===== config.mk =====
export PLATFORM = sky130hd
export DESIGN_NAME = tcc_top
export DESIGN_NICKNAME = d
export VERILOG_FILES = /design/src/verilog/tcc_top.v /design/src/verilog/tcc_sync_edge.v
export VERILOG_INCLUDE_DIRS = /design/src /design/src/pkg
export SDC_FILE = /design/constraint.sdc
export NUM_CORES = 1
export LEC_CHECK = 0
export ABC_AREA = 1
export BUFFER_PORTS_ARGS = -buffer_cell sky130_fd_sc_hd__buf_2
export CAP_MARGIN = 0
export CORE_MARGIN = 2
export CORE_UTILIZATION = 58
export DETAILED_ROUTE_END_ITERATION = 8
export HOLD_SLACK_MARGIN = 0.12
export PLACE_DENSITY = 0.81
export SLEW_MARGIN = 40
export SYNTH_ARGS = -nofsm -noshare
export SYNTH_HDL_FRONTEND = slang
export SYNTH_HIERARCHICAL = 1
export SYNTH_SLANG_ARGS = --single-unit
export TNS_END_PERCENT = 100

===== constraint.sdc =====
create_clock -name CORE_CLK_I -period 2.9 [get_ports CORE_CLK_I]
set_clock_uncertainty 0.15 [all_clocks]
set_input_delay 0.145 -clock CORE_CLK_I [delete_from_list [all_inputs] [get_ports CORE_CLK_I]]
set_output_delay 0.145 -clock CORE_CLK_I [all_outputs]
set_load 0.01 [all_outputs]

===== src/pkg/tcc_regs.vh =====
// Register map, field positions, reset values and codes of the timer compare/capture unit
`ifndef TCC_REGS_VH
`define TCC_REGS_VH

// Byte addresses on the APB port
`define TCC_ADDR_W          8
`define TCC_ADDR_CTRL       8'h00
`define TCC_ADDR_COUNT      8'h04
`define TCC_ADDR_CMP0       8'h08
`define TCC_ADDR_CMP1       8'h0C
`define TCC_ADDR_CC2        8'h10
`define TCC_ADDR_STAT       8'h14
`define TCC_ADDR_MASK       8'h18

// Control register fields
`define TCC_CTRL_W          5
`define TCC_CTRL_CE         0
`define TCC_CTRL_MODE_LO    1
`define TCC_CTRL_MODE_HI    2
`define TCC_CTRL_EXT        3
`define TCC_CTRL_CCS2       4
`define TCC_CTRL_RST        5'h00

// Timer modes
`define TCC_MODE_INTERVAL   2'h0
`define TCC_MODE_FREERUN    2'h1
`define TCC_MODE_PULSEW     2'h2

// Interrupt status and mask fields
`define TCC_IRQ_W           4
`define TCC_IRQ_M0          0
`define TCC_IRQ_M1          1
`define TCC_IRQ_M2          2
`define TCC_IRQ_CAP         3
`define TCC_STAT_RST        4'h0
`define TCC_MASK_RST        4'hF

// Counter values
`define TCC_CNT_STOP        16'hFFFF
`define TCC_CNT_ONE         16'h0001
`define TCC_ZERO16          16'h0000
`define TCC_ZERO32          32'h00000000

`endif


===== src/verilog/tcc_top.v =====
// Timer compare/capture unit: 16-bit counter, buffered compares, capture/compare 2, APB slave
//
// Our own choices: the APB slave port and the register addresses.
`timescale 1ns/1ns
`include "tcc_regs.vh"

// Contract
// - 16-bit counter counts either internal clocks or synced external event edges.
// - Counter held at FFFFH while count enable is 0; readback returns 0000H.
// - Count enable bit clears to 0 on reset, counter stopped.
// - Compare 0 write copies into hidden buffer; match with buffer raises match-0 request.
// - Hidden compare buffers have no software read or write path.
// - Reset clears compare 0 and its hidden buffer to 0000H.
// - Compare 1 buffered; its match inverts toggle pin and raises match-1 request.
// - Compare 1 equal to compare 0 in interval mode gives 50% square wave.
// - Capture/compare 2 role set by mode, capture-select bit and instance.
// - Capture/compare 2 accessible while counting, 16-bit wide, resets to 0000H.
// - Lowering compare 0 below count loads at once; match only after wraparound.
// - A compare above compare 0 matches in interval mode only while the count runs on after compare 0 is lowered below it.
module tcc_top #(
    parameter INSTANCE_ID = 0
) (
    input  wire                   CORE_CLK_I,
    input  wire                   NRST_I,
    input  wire                   PSEL_I,
    input  wire                   PENABLE_I,
    input  wire                   PWRITE_I,
    input  wire [`TCC_ADDR_W-1:0] PADDR_I,
    input  wire [31:0]            PWDATA_I,
    input  wire                   EVENT_I,
    input  wire                   CAPTURE_I,
    output wire [31:0]            PRDATA_O,
    output wire                   PREADY_O,
    output wire                   PSLVERR_O,
    output wire                   TOGGLE_O,
    output wire                   IRQ_O,
    output wire                   MATCH0_IRQ_O,
    output wire                   MATCH1_IRQ_O
);

    // Bus handshake states, one-hot
    localparam [1:0] ST_IDLE = 2'b01;
    localparam [1:0] ST_ACC  = 2'b10;

    ////////////////////////////////////////////////////////////////////////////
    // Declarations
    reg  [1:0]              st_q;
    reg  [1:0]              st_d;
    reg                     pready_q;
    reg                     pready_d;
    reg                     pslverr_q;
    reg                     pslverr_d;
    reg  [31:0]             prdata_q;
    reg  [31:0]             prdata_d;
    reg  [31:0]             rd_data;
    reg                     rd_hit;

    reg  [`TCC_CTRL_W-1:0]  ctrl_q;
    reg  [15:0]             cnt_q;
    reg  [15:0]             cnt_d;
    reg  [15:0]             cmp0_q;
    reg  [15:0]             buf0_q;
    reg  [15:0]             cmp1_q;
    reg  [15:0]             buf1_q;
    reg  [15:0]             cc2_q;
    reg  [15:0]             cc2_d;
    reg  [`TCC_IRQ_W-1:0]   stat_q;
    reg  [`TCC_IRQ_W-1:0]   stat_d;
    reg  [`TCC_IRQ_W-1:0]   mask_q;
    reg  [`TCC_IRQ_W-1:0]   ev;
    reg                     toggle_q;
    reg                     irq_q;
    reg                     m0_irq_q;
    reg                     m1_irq_q;

    wire                    ev_rise;
    wire                    cap_rise;
    wire                    ce;
    wire [1:0]              mode;
    wire                    ext_sel;
    wire                    ccs2;
    wire                    tick;
    wire                    cc2_capture;
    wire                    wr_en;
    wire [`TCC_IRQ_W-1:0]   clr_bits;

    ////////////////////////////////////////////////////////////////////////////
    // Pin inputs pass the synchronisers
    tcc_sync_edge u_event_sync (
        .CORE_CLK_I (CORE_CLK_I),
        .NRST_I     (NRST_I),
        .PIN_I      (EVENT_I),
        .RISE_O     (ev_rise)
    );

    tcc_sync_edge u_capture_sync (
        .CORE_CLK_I (CORE_CLK_I),
        .NRST_I     (NRST_I),
        .PIN_I      (CAPTURE_I),
        .RISE_O     (cap_rise)
    );

    ////////////////////////////////////////////////////////////////////////////
    // Control fields and count source
    assign ce      = ctrl_q[`TCC_CTRL_CE];
    assign mode    = ctrl_q[`TCC_CTRL_MODE_HI:`TCC_CTRL_MODE_LO];
    assign ext_sel = ctrl_q[`TCC_CTRL_EXT];
    assign ccs2    = ctrl_q[`TCC_CTRL_CCS2];

    // One count step per clock, or per event edge
    assign tick = ce & (ext_sel ? ev_rise : 1'b1);

    // Role of capture/compare 2: instance 1 is compare only
    // In compare role its match is gated into the status below
    assign cc2_capture = (INSTANCE_ID == 0) &&
                         ((mode == `TCC_MODE_PULSEW) ||
                          ((mode == `TCC_MODE_FREERUN) && ccs2));

    // Write takes effect at the access edge
    // Status bits to clear, zero unless the status register is written
    assign wr_en    = (st_q == ST_ACC) & PSEL_I & PENABLE_I & PWRITE_I;
    assign clr_bits = (wr_en && (PADDR_I == `TCC_ADDR_STAT)) ?
                      PWDATA_I[`TCC_IRQ_W-1:0] : `TCC_STAT_RST;

    ////////////////////////////////////////////////////////////////////////////
    // Counter next value and match events
    // Matches test the next count, so a request lines up with its step
    // Disable forces FFFFH at once; re-enable restarts from 0000H
    always @* begin
        cnt_d = cnt_q;
        ev    = `TCC_STAT_RST;
        if (!ce) begin
            cnt_d = `TCC_CNT_STOP;
        end else begin
            if (cap_rise && cc2_capture) begin
                ev[`TCC_IRQ_CAP] = 1'b1;
            end
            if (ev[`TCC_IRQ_CAP] && (mode == `TCC_MODE_PULSEW)) begin
                // Pulse width restarts from each captured edge
                cnt_d = `TCC_ZERO16;
            end else if (tick) begin
                if ((mode == `TCC_MODE_INTERVAL) && (cnt_q == buf0_q)) begin
                    cnt_d = `TCC_ZERO16;
                end else begin
                    // Wraps FFFFH to 0000H; also the first step after enable
                    cnt_d = cnt_q + `TCC_CNT_ONE;
                end
                ev[`TCC_IRQ_M0] = (cnt_d == buf0_q);
                ev[`TCC_IRQ_M1] = (cnt_d == buf1_q);
                ev[`TCC_IRQ_M2] = !cc2_capture && (cnt_d == cc2_q);
            end
        end
    end

    // Counter register
    // Reset value equals the stopped value, so readback starts at 0000H
    always @(posedge CORE_CLK_I) begin
        if (!NRST_I) begin
            cnt_q <= `TCC_CNT_STOP;
        end else begin
            cnt_q <= cnt_d;
        end
    end

    ////////////////////////////////////////////////////////////////////////////
    // Control and compare registers with hidden buffers
    // Count register has no case item, so writes to it are dropped
    always @(posedge CORE_CLK_I) begin
        if (!NRST_I) begin
            ctrl_q <= `TCC_CTRL_RST;
            cmp0_q <= `TCC_ZERO16;
            buf0_q <= `TCC_ZERO16;
            cmp1_q <= `TCC_ZERO16;
            buf1_q <= `TCC_ZERO16;
            mask_q <= `TCC_MASK_RST;
        end else if (wr_en) begin
            case (PADDR_I)
                `TCC_ADDR_CTRL: begin
                    ctrl_q <= PWDATA_I[`TCC_CTRL_W-1:0];
                end
                `TCC_ADDR_CMP0: begin
                    // Buffer loads at once, even mid-count
                    cmp0_q <= PWDATA_I[15:0];
                    buf0_q <= PWDATA_I[15:0];
                end
                `TCC_ADDR_CMP1: begin
                    cmp1_q <= PWDATA_I[15:0];
                    buf1_q <= PWDATA_I[15:0];
                end
                `TCC_ADDR_MASK: begin
                    mask_q <= PWDATA_I[`TCC_IRQ_W-1:0];
                end
                default: begin
                    mask_q <= mask_q;
                end
            endcase
        end
    end

    ////////////////////////////////////////////////////////////////////////////
    // Capture/compare 2: capture wins over a same-cycle write
    always @* begin
        cc2_d = cc2_q;
        if (wr_en && (PADDR_I == `TCC_ADDR_CC2)) begin
            cc2_d = PWDATA_I[15:0];
        end
        if (ev[`TCC_IRQ_CAP]) begin
            cc2_d = cnt_q;
        end
    end

    always @(posedge CORE_CLK_I) begin
        if (!NRST_I) begin
            cc2_q <= `TCC_ZERO16;
        end else begin
            cc2_q <= cc2_d;
        end
    end

    ////////////////////////////////////////////////////////////////////////////
    // Toggle pin inverts on each compare-1 match
    // Low after reset; the pin keeps its level while counting stops
    always @(posedge CORE_CLK_I) begin
        if (!NRST_I) begin
            toggle_q <= 1'b0;
        end else if (ev[`TCC_IRQ_M1]) begin
            toggle_q <= ~toggle_q;
        end
    end

    ////////////////////////////////////////////////////////////////////////////
    // Sticky status, write one to clear; a new event wins
    always @* begin
        stat_d = (stat_q & ~clr_bits) | ev;
    end

    // Status, interrupt level and match pulses
    // Level uses the next status, so it rises with the status bit
    // Mask writes reach the level and the pulses one cycle later
    always @(posedge CORE_CLK_I) begin
        if (!NRST_I) begin
            stat_q   <= `TCC_STAT_RST;
            irq_q    <= 1'b0;
            m0_irq_q <= 1'b0;
            m1_irq_q <= 1'b0;
        end else begin
            stat_q   <= stat_d;
            irq_q    <= |(stat_d & ~mask_q);
            m0_irq_q <= ev[`TCC_IRQ_M0] & ~mask_q[`TCC_IRQ_M0];
            m1_irq_q <= ev[`TCC_IRQ_M1] & ~mask_q[`TCC_IRQ_M1];
        end
    end

    ////////////////////////////////////////////////////////////////////////////
    // Read multiplexer; buffers are not visible
    // Latched at the setup edge, so a read shows the setup-cycle value
    always @* begin
        rd_data = `TCC_ZERO32;
        rd_hit  = 1'b1;
        case (PADDR_I)
            `TCC_ADDR_CTRL: begin
                rd_data[`TCC_CTRL_W-1:0] = ctrl_q;
            end
            `TCC_ADDR_COUNT: begin
                rd_data[15:0] = ce ? cnt_q : `TCC_ZERO16;
            end
            `TCC_ADDR_CMP0: begin
                rd_data[15:0] = cmp0_q;
            end
            `TCC_ADDR_CMP1: begin
                rd_data[15:0] = cmp1_q;
            end
            `TCC_ADDR_CC2: begin
                rd_data[15:0] = cc2_q;
            end
            `TCC_ADDR_STAT: begin
                rd_data[`TCC_IRQ_W-1:0] = stat_q;
            end
            `TCC_ADDR_MASK: begin
                rd_data[`TCC_IRQ_W-1:0] = mask_q;
            end
            default: begin
                rd_hit = 1'b0;
            end
        endcase
    end

    ////////////////////////////////////////////////////////////////////////////
    // APB handshake: one wait-free access after each setup
    // Unmapped addresses answer with an error, reads and writes alike
    always @* begin
        st_d      = st_q;
        pready_d  = 1'b0;
        pslverr_d = 1'b0;
        prdata_d  = prdata_q;
        case (st_q)
            ST_IDLE: begin
                if (PSEL_I && !PENABLE_I) begin
                    st_d      = ST_ACC;
                    pready_d  = 1'b1;
                    pslverr_d = ~rd_hit;
                    prdata_d  = PWRITE_I ? `TCC_ZERO32 : rd_data;
                end
            end
            ST_ACC: begin
                st_d     = ST_IDLE;
                prdata_d = `TCC_ZERO32;
            end
            default: begin
                st_d = ST_IDLE;
            end
        endcase
    end

    // Bus state and answer registers
    always @(posedge CORE_CLK_I) begin
        if (!NRST_I) begin
            st_q      <= ST_IDLE;
            pready_q  <= 1'b0;
            pslverr_q <= 1'b0;
            prdata_q  <= `TCC_ZERO32;
        end else begin
            st_q      <= st_d;
            pready_q  <= pready_d;
            pslverr_q <= pslverr_d;
            prdata_q  <= prdata_d;
        end
    end

    ////////////////////////////////////////////////////////////////////////////
    // Outputs straight from flip-flops
    // No logic between these flip-flops and the pins
    assign PRDATA_O     = prdata_q;
    assign PREADY_O     = pready_q;
    assign PSLVERR_O    = pslverr_q;
    assign TOGGLE_O     = toggle_q;
    assign IRQ_O        = irq_q;
    assign MATCH0_IRQ_O = m0_irq_q;
    assign MATCH1_IRQ_O = m1_irq_q;

endmodule // tcc_top


===== src/verilog/tcc_sync_edge.v =====
// Two-stage synchroniser with rising-edge pulse for one pin input
`timescale 1ns/1ns

module tcc_sync_edge (
    input  wire CORE_CLK_I,
    input  wire NRST_I,
    input  wire PIN_I,
    output wire RISE_O
);

    reg meta_q;
    reg sync_q;
    reg last_q;

    ////////////////////////////////////////////////////////////////////////////
    // Synchroniser; first stage feeds only the second
    always @(posedge CORE_CLK_I) begin
        if (!NRST_I) begin
            meta_q <= 1'b0;
            sync_q <= 1'b0;
            last_q <= 1'b0;
        end else begin
            meta_q <= PIN_I;
            sync_q <= meta_q;
            last_q <= sync_q;
        end
    end

    // One-cycle pulse on a synced rising edge
    assign RISE_O = sync_q & ~last_q;

endmodule // tcc_sync_edge


### After elaboration in Yosys (flattened, before gate mapping)

Cells that the tools add are included.

| operators by class | value |
|---|---|
| add/sub/neg operators | 1 |
| reduce and logical (&&, ||, !) cells | 26 |
| bitwise logic cells | 19 |
| mux-type cells | 24 |
| equality and inequality tests | 15 |

Operators with widths:

| kind | number |
|---|---|
| 16-bit two-way mux | 10 |
| 16-bit equality test | 4 |
| 32-bit one-hot mux with 2 select lines | 1 |
| 11-bit one-hot mux with 4 select lines | 1 |
| 32-bit two-way mux | 1 |
| 4-bit one-hot mux with 7 select lines | 1 |
| 8-bit by 5-bit equality test with 1-bit output (second input constant) | 3 |
| 16-bit by 1-bit adder with 16-bit output (second input constant) | 1 |
| 8-bit by 4-bit equality test with 1-bit output (second input constant) | 2 |
| 2-bit AND reduction | 7 |
| 1-bit AND | 8 |
| 4-bit AND | 2 |
| 8-bit by 3-bit equality test with 1-bit output (second input constant) | 1 |
| 1-bit logical AND | 8 |
| 8-bit logical NOT | 1 |
| 4-bit two-way mux | 2 |
| 4-bit NOT | 2 |
| 7-bit OR reduction | 1 |
| 3-bit two-way mux | 2 |
| 1-bit NOT | 6 |
| 2-bit nonzero test | 3 |
| 1-bit two-way mux | 5 |
| 1-bit one-hot mux with 5 select lines | 1 |
| 2-bit by 1-bit equality test with 1-bit output (second input constant) | 2 |
| 8 further kinds | 10 |

| storage, ports and cells | value |
|---|---|
| input port bits | 47 |
| register bits after elaboration | 123 |
| output and inout port bits | 38 |
| logic and storage cells | 106 |

### Longest topological paths before layout

Gate-level depths: netlist of the first run.

| depth | value |
|---|---|
| depth in word-level cells | 17 |
| mapped depth | 21 |
| gate-level depth less buffers | 19 |

### Cells and area by module

Netlist of the first run, hierarchy kept.

Modules (own cells, without submodules):

| module | times used | cells an instance | area each (µm²) | seq. area each (µm²) |
|---|---|---|---|---|
| tcc_top | 1 | 908 | 5886.9 | 2021.9 |
| tcc_sync_edge | 2 | 11 | 92.6 | 60.1 |

### Worst setup path after synthesis of the first run

OpenSTA, ideal clock, no wires.

| path | value |
|---|---|
| kind | register -> register |
| start | reg cnt_q[1] |
| end | reg toggle_q (netlist: TOGGLE_O) |
| slack | 0.663 ns |
| buffers on the path | 0 |
| data arrival time | 1.967 ns |
| clock period less this slack | 2.237 ns |
| required time | 2.631 ns |
| library setup time | 0.119 ns |
| cell stages (with the launch flop) | 13 |
| cell sequence | dfxtp_1 > ha_1 > nand2_1 > nor2_1 > nand3_1 > xor2_1 > nand2_2 > xor2_1 > nand3_1 > nor2_1 > nand3_2 > o21ai_0 > a21oi_1 |

| between the ends | value |
|---|---|
| word-level cells in the longest chain between the ends | 10 |
| elaborated cells on any way between the ends | 11 |
| classes of those cells | add/sub: 1; eq/ne: 2; mux: 7; reduce/logical: 1 |

RTL lines:

| item | line | text |
|---|---|---|
| start, declared | tcc_top.v:59 | `reg [15:0] cnt_q;` |
| start signal, assigned | tcc_top.v:159 | `` cnt_q <= `TCC_CNT_STOP; `` |
| start signal, assigned | tcc_top.v:161 | `cnt_q <= cnt_d;` |
| parallel branches: the longest is 2 deep, another holds 16-bit by 1-bit adder with 16-bit output | - |  |
| 16-bit two-way mux (*) | tcc_top.v:142 | `` if ((mode == `TCC_MODE_INTERVAL) && (cnt_q == buf0_q)) begin `` |
| 16-bit two-way mux (*) | tcc_top.v:141 | `end else if (tick) begin` |
| 16-bit two-way mux (*) | tcc_top.v:138 | `` if (ev[`TCC_IRQ_CAP] && (mode == `TCC_MODE_PULSEW)) begin `` |
| 16-bit two-way mux (*) | tcc_top.v:132 | `if (!ce) begin` |
| 16-bit equality test (*) | tcc_top.v:149 | `` ev[`TCC_IRQ_M1] = (cnt_d == buf1_q); `` |
| 3-bit two-way mux (*) | tcc_top.v:141 |  |
| 3-bit two-way mux (*) | tcc_top.v:138 |  |
| 4-bit two-way mux (*) | tcc_top.v:132 |  |
| end signal, assigned | tcc_top.v:227 | `toggle_q <= ~toggle_q;` |
| end, declared | tcc_top.v:71 | `reg toggle_q;` |

Mark *: on every way between the ends. The select of a mux whose other input is x is not followed.
A chain may end at the register's enable or synchronous reset.

### Worst setup path in the final report of the first run

| path | value |
|---|---|
| start | reg cnt_q[6] |
| end | reg irq_q (netlist: IRQ_O) |

| between the ends | value |
|---|---|
| word-level cells in the longest chain between the ends | 14 |
| elaborated cells on any way between the ends | 17 |
| classes of those cells | add/sub: 1; eq/ne: 4; mux: 7; bitwise: 2; reduce/logical: 3 |

RTL lines:

| item | line | text |
|---|---|---|
| parallel branches: the longest is 2 deep, another holds 16-bit by 1-bit adder with 16-bit output | - |  |
| 16-bit two-way mux (*) | tcc_top.v:142 |  |
| 16-bit two-way mux (*) | tcc_top.v:141 |  |
| 16-bit two-way mux (*) | tcc_top.v:138 |  |
| 16-bit two-way mux (*) | tcc_top.v:132 |  |
| 16-bit equality test | tcc_top.v:150 | `` ev[`TCC_IRQ_M2] = !cc2_capture && (cnt_d == cc2_q); `` |
| 1-bit logical AND | tcc_top.v:150 |  |
| 3-bit two-way mux (*) | tcc_top.v:141 |  |
| 3-bit two-way mux (*) | tcc_top.v:138 |  |
| 4-bit two-way mux (*) | tcc_top.v:132 |  |
| 4-bit bitwise OR (*) | tcc_top.v:234 | `stat_d = (stat_q & ~clr_bits) \| ev;` |
| 4-bit AND (*) | tcc_top.v:248 | `irq_q <= \|(stat_d & ~mask_q);` |
| 4-bit OR reduction (*) | tcc_top.v:248 |  |
| end signal, assigned | tcc_top.v:248 |  |
| end, declared | tcc_top.v:72 | `reg irq_q;` |

Marked as above.

==> impl_metrics.env, run 1 <==
export IMPL_worst_path_buf_inv=2
export IMPL_slew_viol_final=0
export IMPL_synthCells=930
export IMPL_gp_congestion=1.03
export IMPL_syn_cell_area_mm2=0.00607
export IMPL_grt_pass1_wl_mm=29.1
export IMPL_antenna_cells=0
export IMPL_clockBufferDepth=2
export IMPL_holdCritStartpoint="PADDR_I[0]"
export IMPL_place_area_mm2=0.00644
export IMPL_clock_latency_ns=0.38
export IMPL_ys_ff_latch=107
export IMPL_cp_cell_sequence="inv_1, nand2_1, nand4_1, nor2_1, nand3_2, buf_4, nand2_1, nor2_1, nor2_1, nand2_1, nor2_1, nand3_1, nand2_1, nand2_1, nand2_1, nor2_1, nor2_1"
export IMPL_slowest_delay_ns=0.45
export IMPL_layout_common_cells="nand2_1, inv_1, nor2_1, dfxtp_1, o21ai_0"
export IMPL_design_area_mm2=0.00691
export IMPL_power_density_mw_per_mm2=368
export IMPL_utilization_pct=67.6
export IMPL_fin_nets=1051
export IMPL_rows=37
export IMPL_yosysWarnings=6
export IMPL_vias_per_cell=5.65
export IMPL_cts_tree="yes"
export IMPL_fp_dieW_um=106
export IMPL_rr_startpoint="cnt_q[6]$_SDFFE_PN1P_"
export IMPL_holdPathEnd="PRDATA_O[3]$_SDFFE_PN0P_"
export IMPL_clkTransAtPathRegs_ns=0.11
export IMPL_critPathLaunchType="flip-flop"
export IMPL_ir_worst_vdd_mv=0.223
export IMPL_worst_pin_slew_ns=0.665
export IMPL_drc_errors=0
export IMPL_p_leak_nw=3.32
export IMPL_syn_area_per_cell_um2=6.53
export IMPL_die_h_um=106
export IMPL_vias=6459
export IMPL_core_mm2=0.0102
export IMPL_drtPass1Iterations=8
export IMPL_fin_setup_tns_ns=0
export IMPL_ios=85
export IMPL_synthArstFlopShare_pct=0
export IMPL_holdWs_ns=0.127
export IMPL_dp_worst_setup_slack_ns=0.205
export IMPL_grt_util_met1_pct=48.5
export IMPL_grt_use_met3_pct=8.03
export IMPL_setup_viol=0
export IMPL_criticalPathCategory="reg2reg"
export IMPL_drtIter0Drc=778
export IMPL_power_mw=2.54
export IMPL_crit_slowest_cell="dfxtp_1"
export IMPL_crit_arrival_ns=2.84
export IMPL_rsz0062_at_grt="false"
export IMPL_synth_edf_count=0
export IMPL_yosysSeqAreaShare_pct=35.3
export IMPL_busiest_layer="met2"
export IMPL_numCtsBuffers=9
export IMPL_slew_headroom_pct=55.6
export IMPL_rr_worst_depth=17
export IMPL_post_route_period_util_pct=92.0
export IMPL_min_path_type="in2reg"
export IMPL_cp_end_kind="flip-flop"
export IMPL_cp_max_fo=20
export IMPL_final_common_cell="nand2_1"
export IMPL_area_growth_pct=13.9
export IMPL_drt_total_wl_mm=19.0
export IMPL_first_global_vias=5494
export IMPL_gr_usage_met2_pct=48.8
export IMPL_min_period_ns=2.67
export IMPL_antenna_found_initial=0
export IMPL_wl_per_cell_um=16.6
export IMPL_drtAntennaViolNets=0
export IMPL_clock_sinks=107
export IMPL_die_area_mm2=0.0113
export IMPL_critical_path_required_ns=3.07
export IMPL_start_util_pct=59.3
export IMPL_place_inst=1101
export IMPL_layout_setup_ws_ns=0.231
export IMPL_drive_gt1_share_pct=12.4
export IMPL_cts_max_level=3
export IMPL_maxCapViolations=0
export IMPL_hold_viol=0
export IMPL_io_buffers=52
export IMPL_r2r_slack_ns=0.23
export IMPL_synth_distinct_cells=38
export IMPL_grt_max_degree=63
export IMPL_path_delay_family="simple AND/OR/NAND/NOR gates"
export IMPL_dp_hpwl_mm=13.7
export IMPL_regToRegEndpoint="IRQ_O$_SDFF_PN0_"
export IMPL_track_usage_pct=33.7
export IMPL_fillCellCount=956
export IMPL_status="completed"
export IMPL_instances_no_fill=1144
export IMPL_ys_flop_type="dfxtp_1"
export IMPL_whs_path_depth=6
export IMPL_cts_root_buffer="clkbuf_8"
export IMPL_overflow=0
export IMPL_fmaxAchievable_mhz=375
[cell usage after synthesis, types with 6 or more instances]
cell type / number / area, um2
xor2_1: 13 / 114
clkbuf_1: 26 / 97.6
buf_4: 18 / 135
nand2_2: 8 / 50.1
nor2_1: 118 / 443
a211oi_1: 32 / 240
dfxtp_1: 107 / 2140
o22ai_1: 8 / 50.1
nor3_1: 11 / 55.1
nand3_1: 52 / 260
o31ai_1: 7 / 52.6
o221ai_1: 16 / 140
nand2_1: 217 / 815
inv_2: 9 / 33.8
inv_1: 121 / 454
o32ai_1: 6 / 52.6
a21oi_1: 54 / 270
o21ai_0: 60 / 300
nand4_1: 9 / 56.3
[per-layer routing]
metal	share of wire, %	vias up
li1	-	3171
met1	42	2864
met2	42	385
met3	13	39
met4	2.9	0
met5	0	-
[tightest hold or removal path, delay by kind of cell]
| family | cells | cell delay [ns] |
|---|---|---|
| simple gates | 3 | 0.22 |
| compound gates | 2 | 0.19 |
| buf+inv | 1 | 0.07 |
[how the worst max path moves through the flow]
stage                          start                    end  slack [ns]  cells past startpoint
2_1_floorplan  cnt_q[1]$_SDFFE_PN1P_  TOGGLE_O$_SDFFE_PN0P_        0.66                     12
3_3_place_gp   cnt_q[1]$_SDFFE_PN1P_       IRQ_O$_SDFF_PN0_        0.20                     18
3_5_place_dp   cnt_q[0]$_SDFFE_PN1P_       IRQ_O$_SDFF_PN0_        0.20                     18
4_1_cts        cnt_q[1]$_SDFFE_PN1P_       IRQ_O$_SDFF_PN0_        0.17                     18
5_1_grt        cnt_q[6]$_SDFFE_PN1P_       IRQ_O$_SDFF_PN0_       0.002                     17
6_report       cnt_q[6]$_SDFFE_PN1P_       IRQ_O$_SDFF_PN0_        0.23                     17
[cell type report]
| type | instances | area [um2] | area share (%) |
|---|---|---|---|
| sequential | 107 | 2150 | 31.1 |
| timing repair buffer | 99 | 693 | 10.0 |
| clock buffer | 10 | 128 | 1.85 |
| tap | 136 | 170 | 2.46 |
| multi-input combinational | 654 | 3210 | 46.5 |
| clock inverter | 6 | 65.1 | 0.941 |
| inverter | 132 | 498 | 7.20 |
[registers in the layout, indices dropped and copies added (netlist names), 2 cells and up]
name / cells
PRDATA_O: 16
buf0_q: 16
buf1_q: 16
cc2_q: 16
cnt_q: 16
ctrl_q: 5
mask_q: 4
st_q: 2
stat_q: 4
[cells by family (layout without fill, tap and decap cells)]
kind of cell	after synthesis	after routing	synth area share [%]
simple gates	426	426	29.1
compound gates	197	197	20.2
buf+inv	184	247	13.0
flops	107	107	35.3
xor+xnor	14	14	2.14
fa+ha+maj	1	1	0.206
other cells	1	16	0.0618
[where the power goes]
group	internal, mW	switching [mW]
clock	0.402	0.531
sequential	1.47	0.00227
combinational	0.0534	0.0816
total	1.93	0.615
[timing repair]
item	in CTS	in global routing
endpoints found under the setup margin	0	5
resized for setup	0	8
endpoints found under the hold margin	68	0
hold buffers	27	0
buffers inserted	0	0
No activity file was read; power rests on OpenSTA's default activity.
==> run 2, diff against run 1 <==
- SYNTH_HIERARCHICAL: 1 -> not set
==> run 2 against run 1 <==
Compared with the run above: count of clock-buffer cells in the layout shrank 1; clock power grew 1%; synthesized area is essentially flat; register-to-register slack lost 0.07 ns; design area grew 0.65%; fmax shrank 2.4%; synthesized cell count grew 1.8%; combinational power shrank 9.6%; global-route usage grew 0.47 points; setup slack lost 0.065 ns; sequential cell count is the same; largest cell class unchanged; largest power group unchanged.
==> impl_metrics.env, run 2 <==
export IMPL_status="completed"
export IMPL_yosysMostFrequentCell="nand2_1"
export IMPL_clockPowerShare_pct=37.1
export IMPL_critical_path_required_ns=3.07
export IMPL_r2r_slack_ns=0.17
export IMPL_holdWs_ns=0.144
export IMPL_ir_worst_vdd_mv=0.300
export IMPL_critPathLaunchType="flip-flop"
export IMPL_multi_input_area_mm2=0.00324
export IMPL_die_h_um=106
export IMPL_min_path_type="in2reg"
export IMPL_clkTransAtPathRegs_ns=0.12
export IMPL_clock_sinks=107
export IMPL_slew_viol_final=0
export IMPL_synthCells=947
export IMPL_synth_top_area_share_pct=35.3
export IMPL_holdPathEnd="PSLVERR_O$_SDFF_PN0_"
export IMPL_drtAntennaViolNets=0
export IMPL_drc_errors=0
export IMPL_clockBufferDepth=2
export IMPL_grt_pass1_wl_mm=29.9
export IMPL_ios=85
export IMPL_synthTopCellsByArea="dfxtp_1, nand2_1, inv_1, o21ai_0, a21oi_1"
export IMPL_p_comb_share_pct=4.8
export IMPL_area_growth_pct=14.6
export IMPL_post_route_period_util_pct=94.3
export IMPL_die_area_mm2=0.0113
export IMPL_rr_worst_depth=18
export IMPL_rr_startpoint="cnt_q[2]$_SDFFE_PN1P_"
export IMPL_synthArstFlopShare_pct=0
export IMPL_grt_max_degree=49
export IMPL_track_usage_pct=34.1
export IMPL_core_mm2=0.0102
export IMPL_fillCellCount=952
export IMPL_min_period_ns=2.73
export IMPL_p_leak_nw=3.45
export IMPL_start_util_pct=59.4
export IMPL_layout_setup_ws_ns=0.166
export IMPL_crit_arrival_ns=2.90
export IMPL_fin_setup_tns_ns=0
export IMPL_fp_dieW_um=106
export IMPL_slew_headroom_pct=56.4
export IMPL_hold_viol=0
export IMPL_drtIter0Drc=811
export IMPL_overflow=0
export IMPL_holdCritStartpoint="PADDR_I[4]"
export IMPL_setup_viol=0
export IMPL_yosysSeqAreaShare_pct=35.3
export IMPL_cp_max_fo=7
export IMPL_whs_path_depth=6
export IMPL_drt_total_wl_mm=18.9
export IMPL_p_int_mw=1.87
export IMPL_fin_nets=1069
export IMPL_drive_gt1_share_pct=12.1
export IMPL_netSwitchingFraction_pct=26.5
export IMPL_wl_per_cell_um=16.3
export IMPL_vias_per_cell=5.68
export IMPL_cts_root_buffer="clkbuf_8"
export IMPL_yosysWarnings=0
export IMPL_rows=37
export IMPL_rsz0062_at_grt="false"
export IMPL_ys_flop_type="dfxtp_1"
export IMPL_antenna_found_initial=0
export IMPL_io_buffers=52
export IMPL_drtPass1Iterations=6
export IMPL_place_inst=1124
export IMPL_antenna_cells=0
export IMPL_numCtsBuffers=9
export IMPL_syn_area_per_cell_um2=6.41
export IMPL_synth_distinct_cells=38
export IMPL_dp_worst_setup_slack_ns=0.193
export IMPL_cts_max_level=3
export IMPL_maxCapViolations=0
export IMPL_final_common_cell="nand2_1"
export IMPL_cts_tree="yes"
export IMPL_worst_pin_slew_ns=0.653
export IMPL_synth_top_area_cell="dfxtp_1"
export IMPL_first_global_vias=5747
export IMPL_synth_common_cells="nand2_1, inv_1, dfxtp_1, nor2_1, o21ai_0"
export IMPL_ys_ff_latch=107
export IMPL_fmaxAchievable_mhz=366
export IMPL_seqCellArea_mm2=0.00214
export IMPL_criticalPathCategory="reg2reg"
export IMPL_syn_cell_area_mm2=0.00607
export IMPL_utilization_pct=68.0
export IMPL_p_switching_uw=674
export IMPL_instances_no_fill=1162
export IMPL_layout_common_cells="nand2_1, inv_1, dfxtp_1, nor2_1, o21ai_0"
export IMPL_pwr_share_seq_pct=58.1
export IMPL_synth_edf_count=0
export IMPL_power_density_mw_per_mm2=365
export IMPL_dp_hpwl_mm=14.0
export IMPL_clock_latency_ns=0.39
export IMPL_gp_congestion=1.03
export IMPL_vias=6605
export IMPL_cp_end_kind="flip-flop"
export IMPL_regToRegEndpoint="IRQ_O$_SDFF_PN0_"
[run 2: cell count changes in the layout (fill, tap and decap cells not counted), sizes merged, moves of 6 or more]
cell and delta:
nor2 -33, nand2 +32, a211oi -16, o221ai -16
o21ai +12, a21oi +11, o311ai +11, buf +9
inv +6
[run 2: power groups by stage]
stage / logic [mW] / clock network [mW] / registers [mW]
detailed placement: 0.0966 / 0 / 1.51
global placement: 0.0950 / 0 / 1.51
CTS: 0.119 / 0.946 / 1.48
global route: 0.136 / 0.994 / 1.48
floorplan: 0.0716 / 0 / 1.51
finish: 0.122 / 0.942 / 1.48
[run 2: worst max-delay path: stages (launching register included)]
cell	delay, ns
dfxtp_1	0.48
nand3_1	0.21
nor2_4	0.19
nand2_2	0.12
nor2_4	0.12
nand2_1	0.07
nand2_2	0.12
nand2_1	0.12
nand2_1	0.17
nand2_1	0.09
nor2_1	0.10
nand2_1	0.06
nor2_1	0.13
nand3_1	0.21
nand2_1	0.12
nand2_1	0.05
nand2_1	0.06
nor2_1	0.03
nor2_1	0.06
[run 2: routing by layer]
layer	global-route usage, %	part of all wire [%]
met4	10.2	2.5
met2	48.6	40
met1	50.0	44
met5	0	0
met3	9.38	14
[run 2: area by class of cell]
class	instances	area share, %
Clock buffer	9	1.78
Clock inverter	7	1.06
Inverter	133	7.19
Multi-Input combinational cell	667	46.5
Sequential cell	107	30.8
Tap cell	136	2.45
Timing Repair Buffer	103	10.2
[run 2: metrics by stage]
step                      cell area (um2)  total power, mW
final                                6960             2.54
after global routing                 6960             2.61
after CTS                            6930             2.54
after detailed placement             6520             1.61
after global placement               6520             1.60
after floorplan                      6130             1.58
[run 2: cells by family (layout without fill, tap and decap cells)]
kind of cell               after synthesis  in the layout  synth area share [%]
AOI/OAI and AO/OA                      206            206                  20.3
xor gates and xnor gates                11             11                  1.59
adders and majority gates                1              1                 0.206
buffers and inverters                  188            252                  12.9
DFF                                    107            107                  35.3
other                                    1             16                0.0617
and+or+nand+nor                        433            433                  29.7
[run 2: worst max-delay path by stage]
stage                          start  slack [ns]                     to
2_1_floorplan  cnt_q[0]$_SDFFE_PN1P_        0.74  TOGGLE_O$_SDFFE_PN0P_
3_3_place_gp   cnt_q[1]$_SDFFE_PN1P_        0.21       IRQ_O$_SDFF_PN0_
3_5_place_dp   cnt_q[1]$_SDFFE_PN1P_        0.19       IRQ_O$_SDFF_PN0_
4_1_cts        cnt_q[1]$_SDFFE_PN1P_        0.15       IRQ_O$_SDFF_PN0_
5_1_grt        cnt_q[1]$_SDFFE_PN1P_     0.00004       IRQ_O$_SDFF_PN0_
6_report       cnt_q[2]$_SDFFE_PN1P_        0.17       IRQ_O$_SDFF_PN0_
[run 2: what timing repair did]
action,in CTS,in global routing
buffers inserted,0,0
setup endpoints to repair,0,6
resized for setup,0,6
hold buffers,22,0
endpoints found under the hold margin,71,0
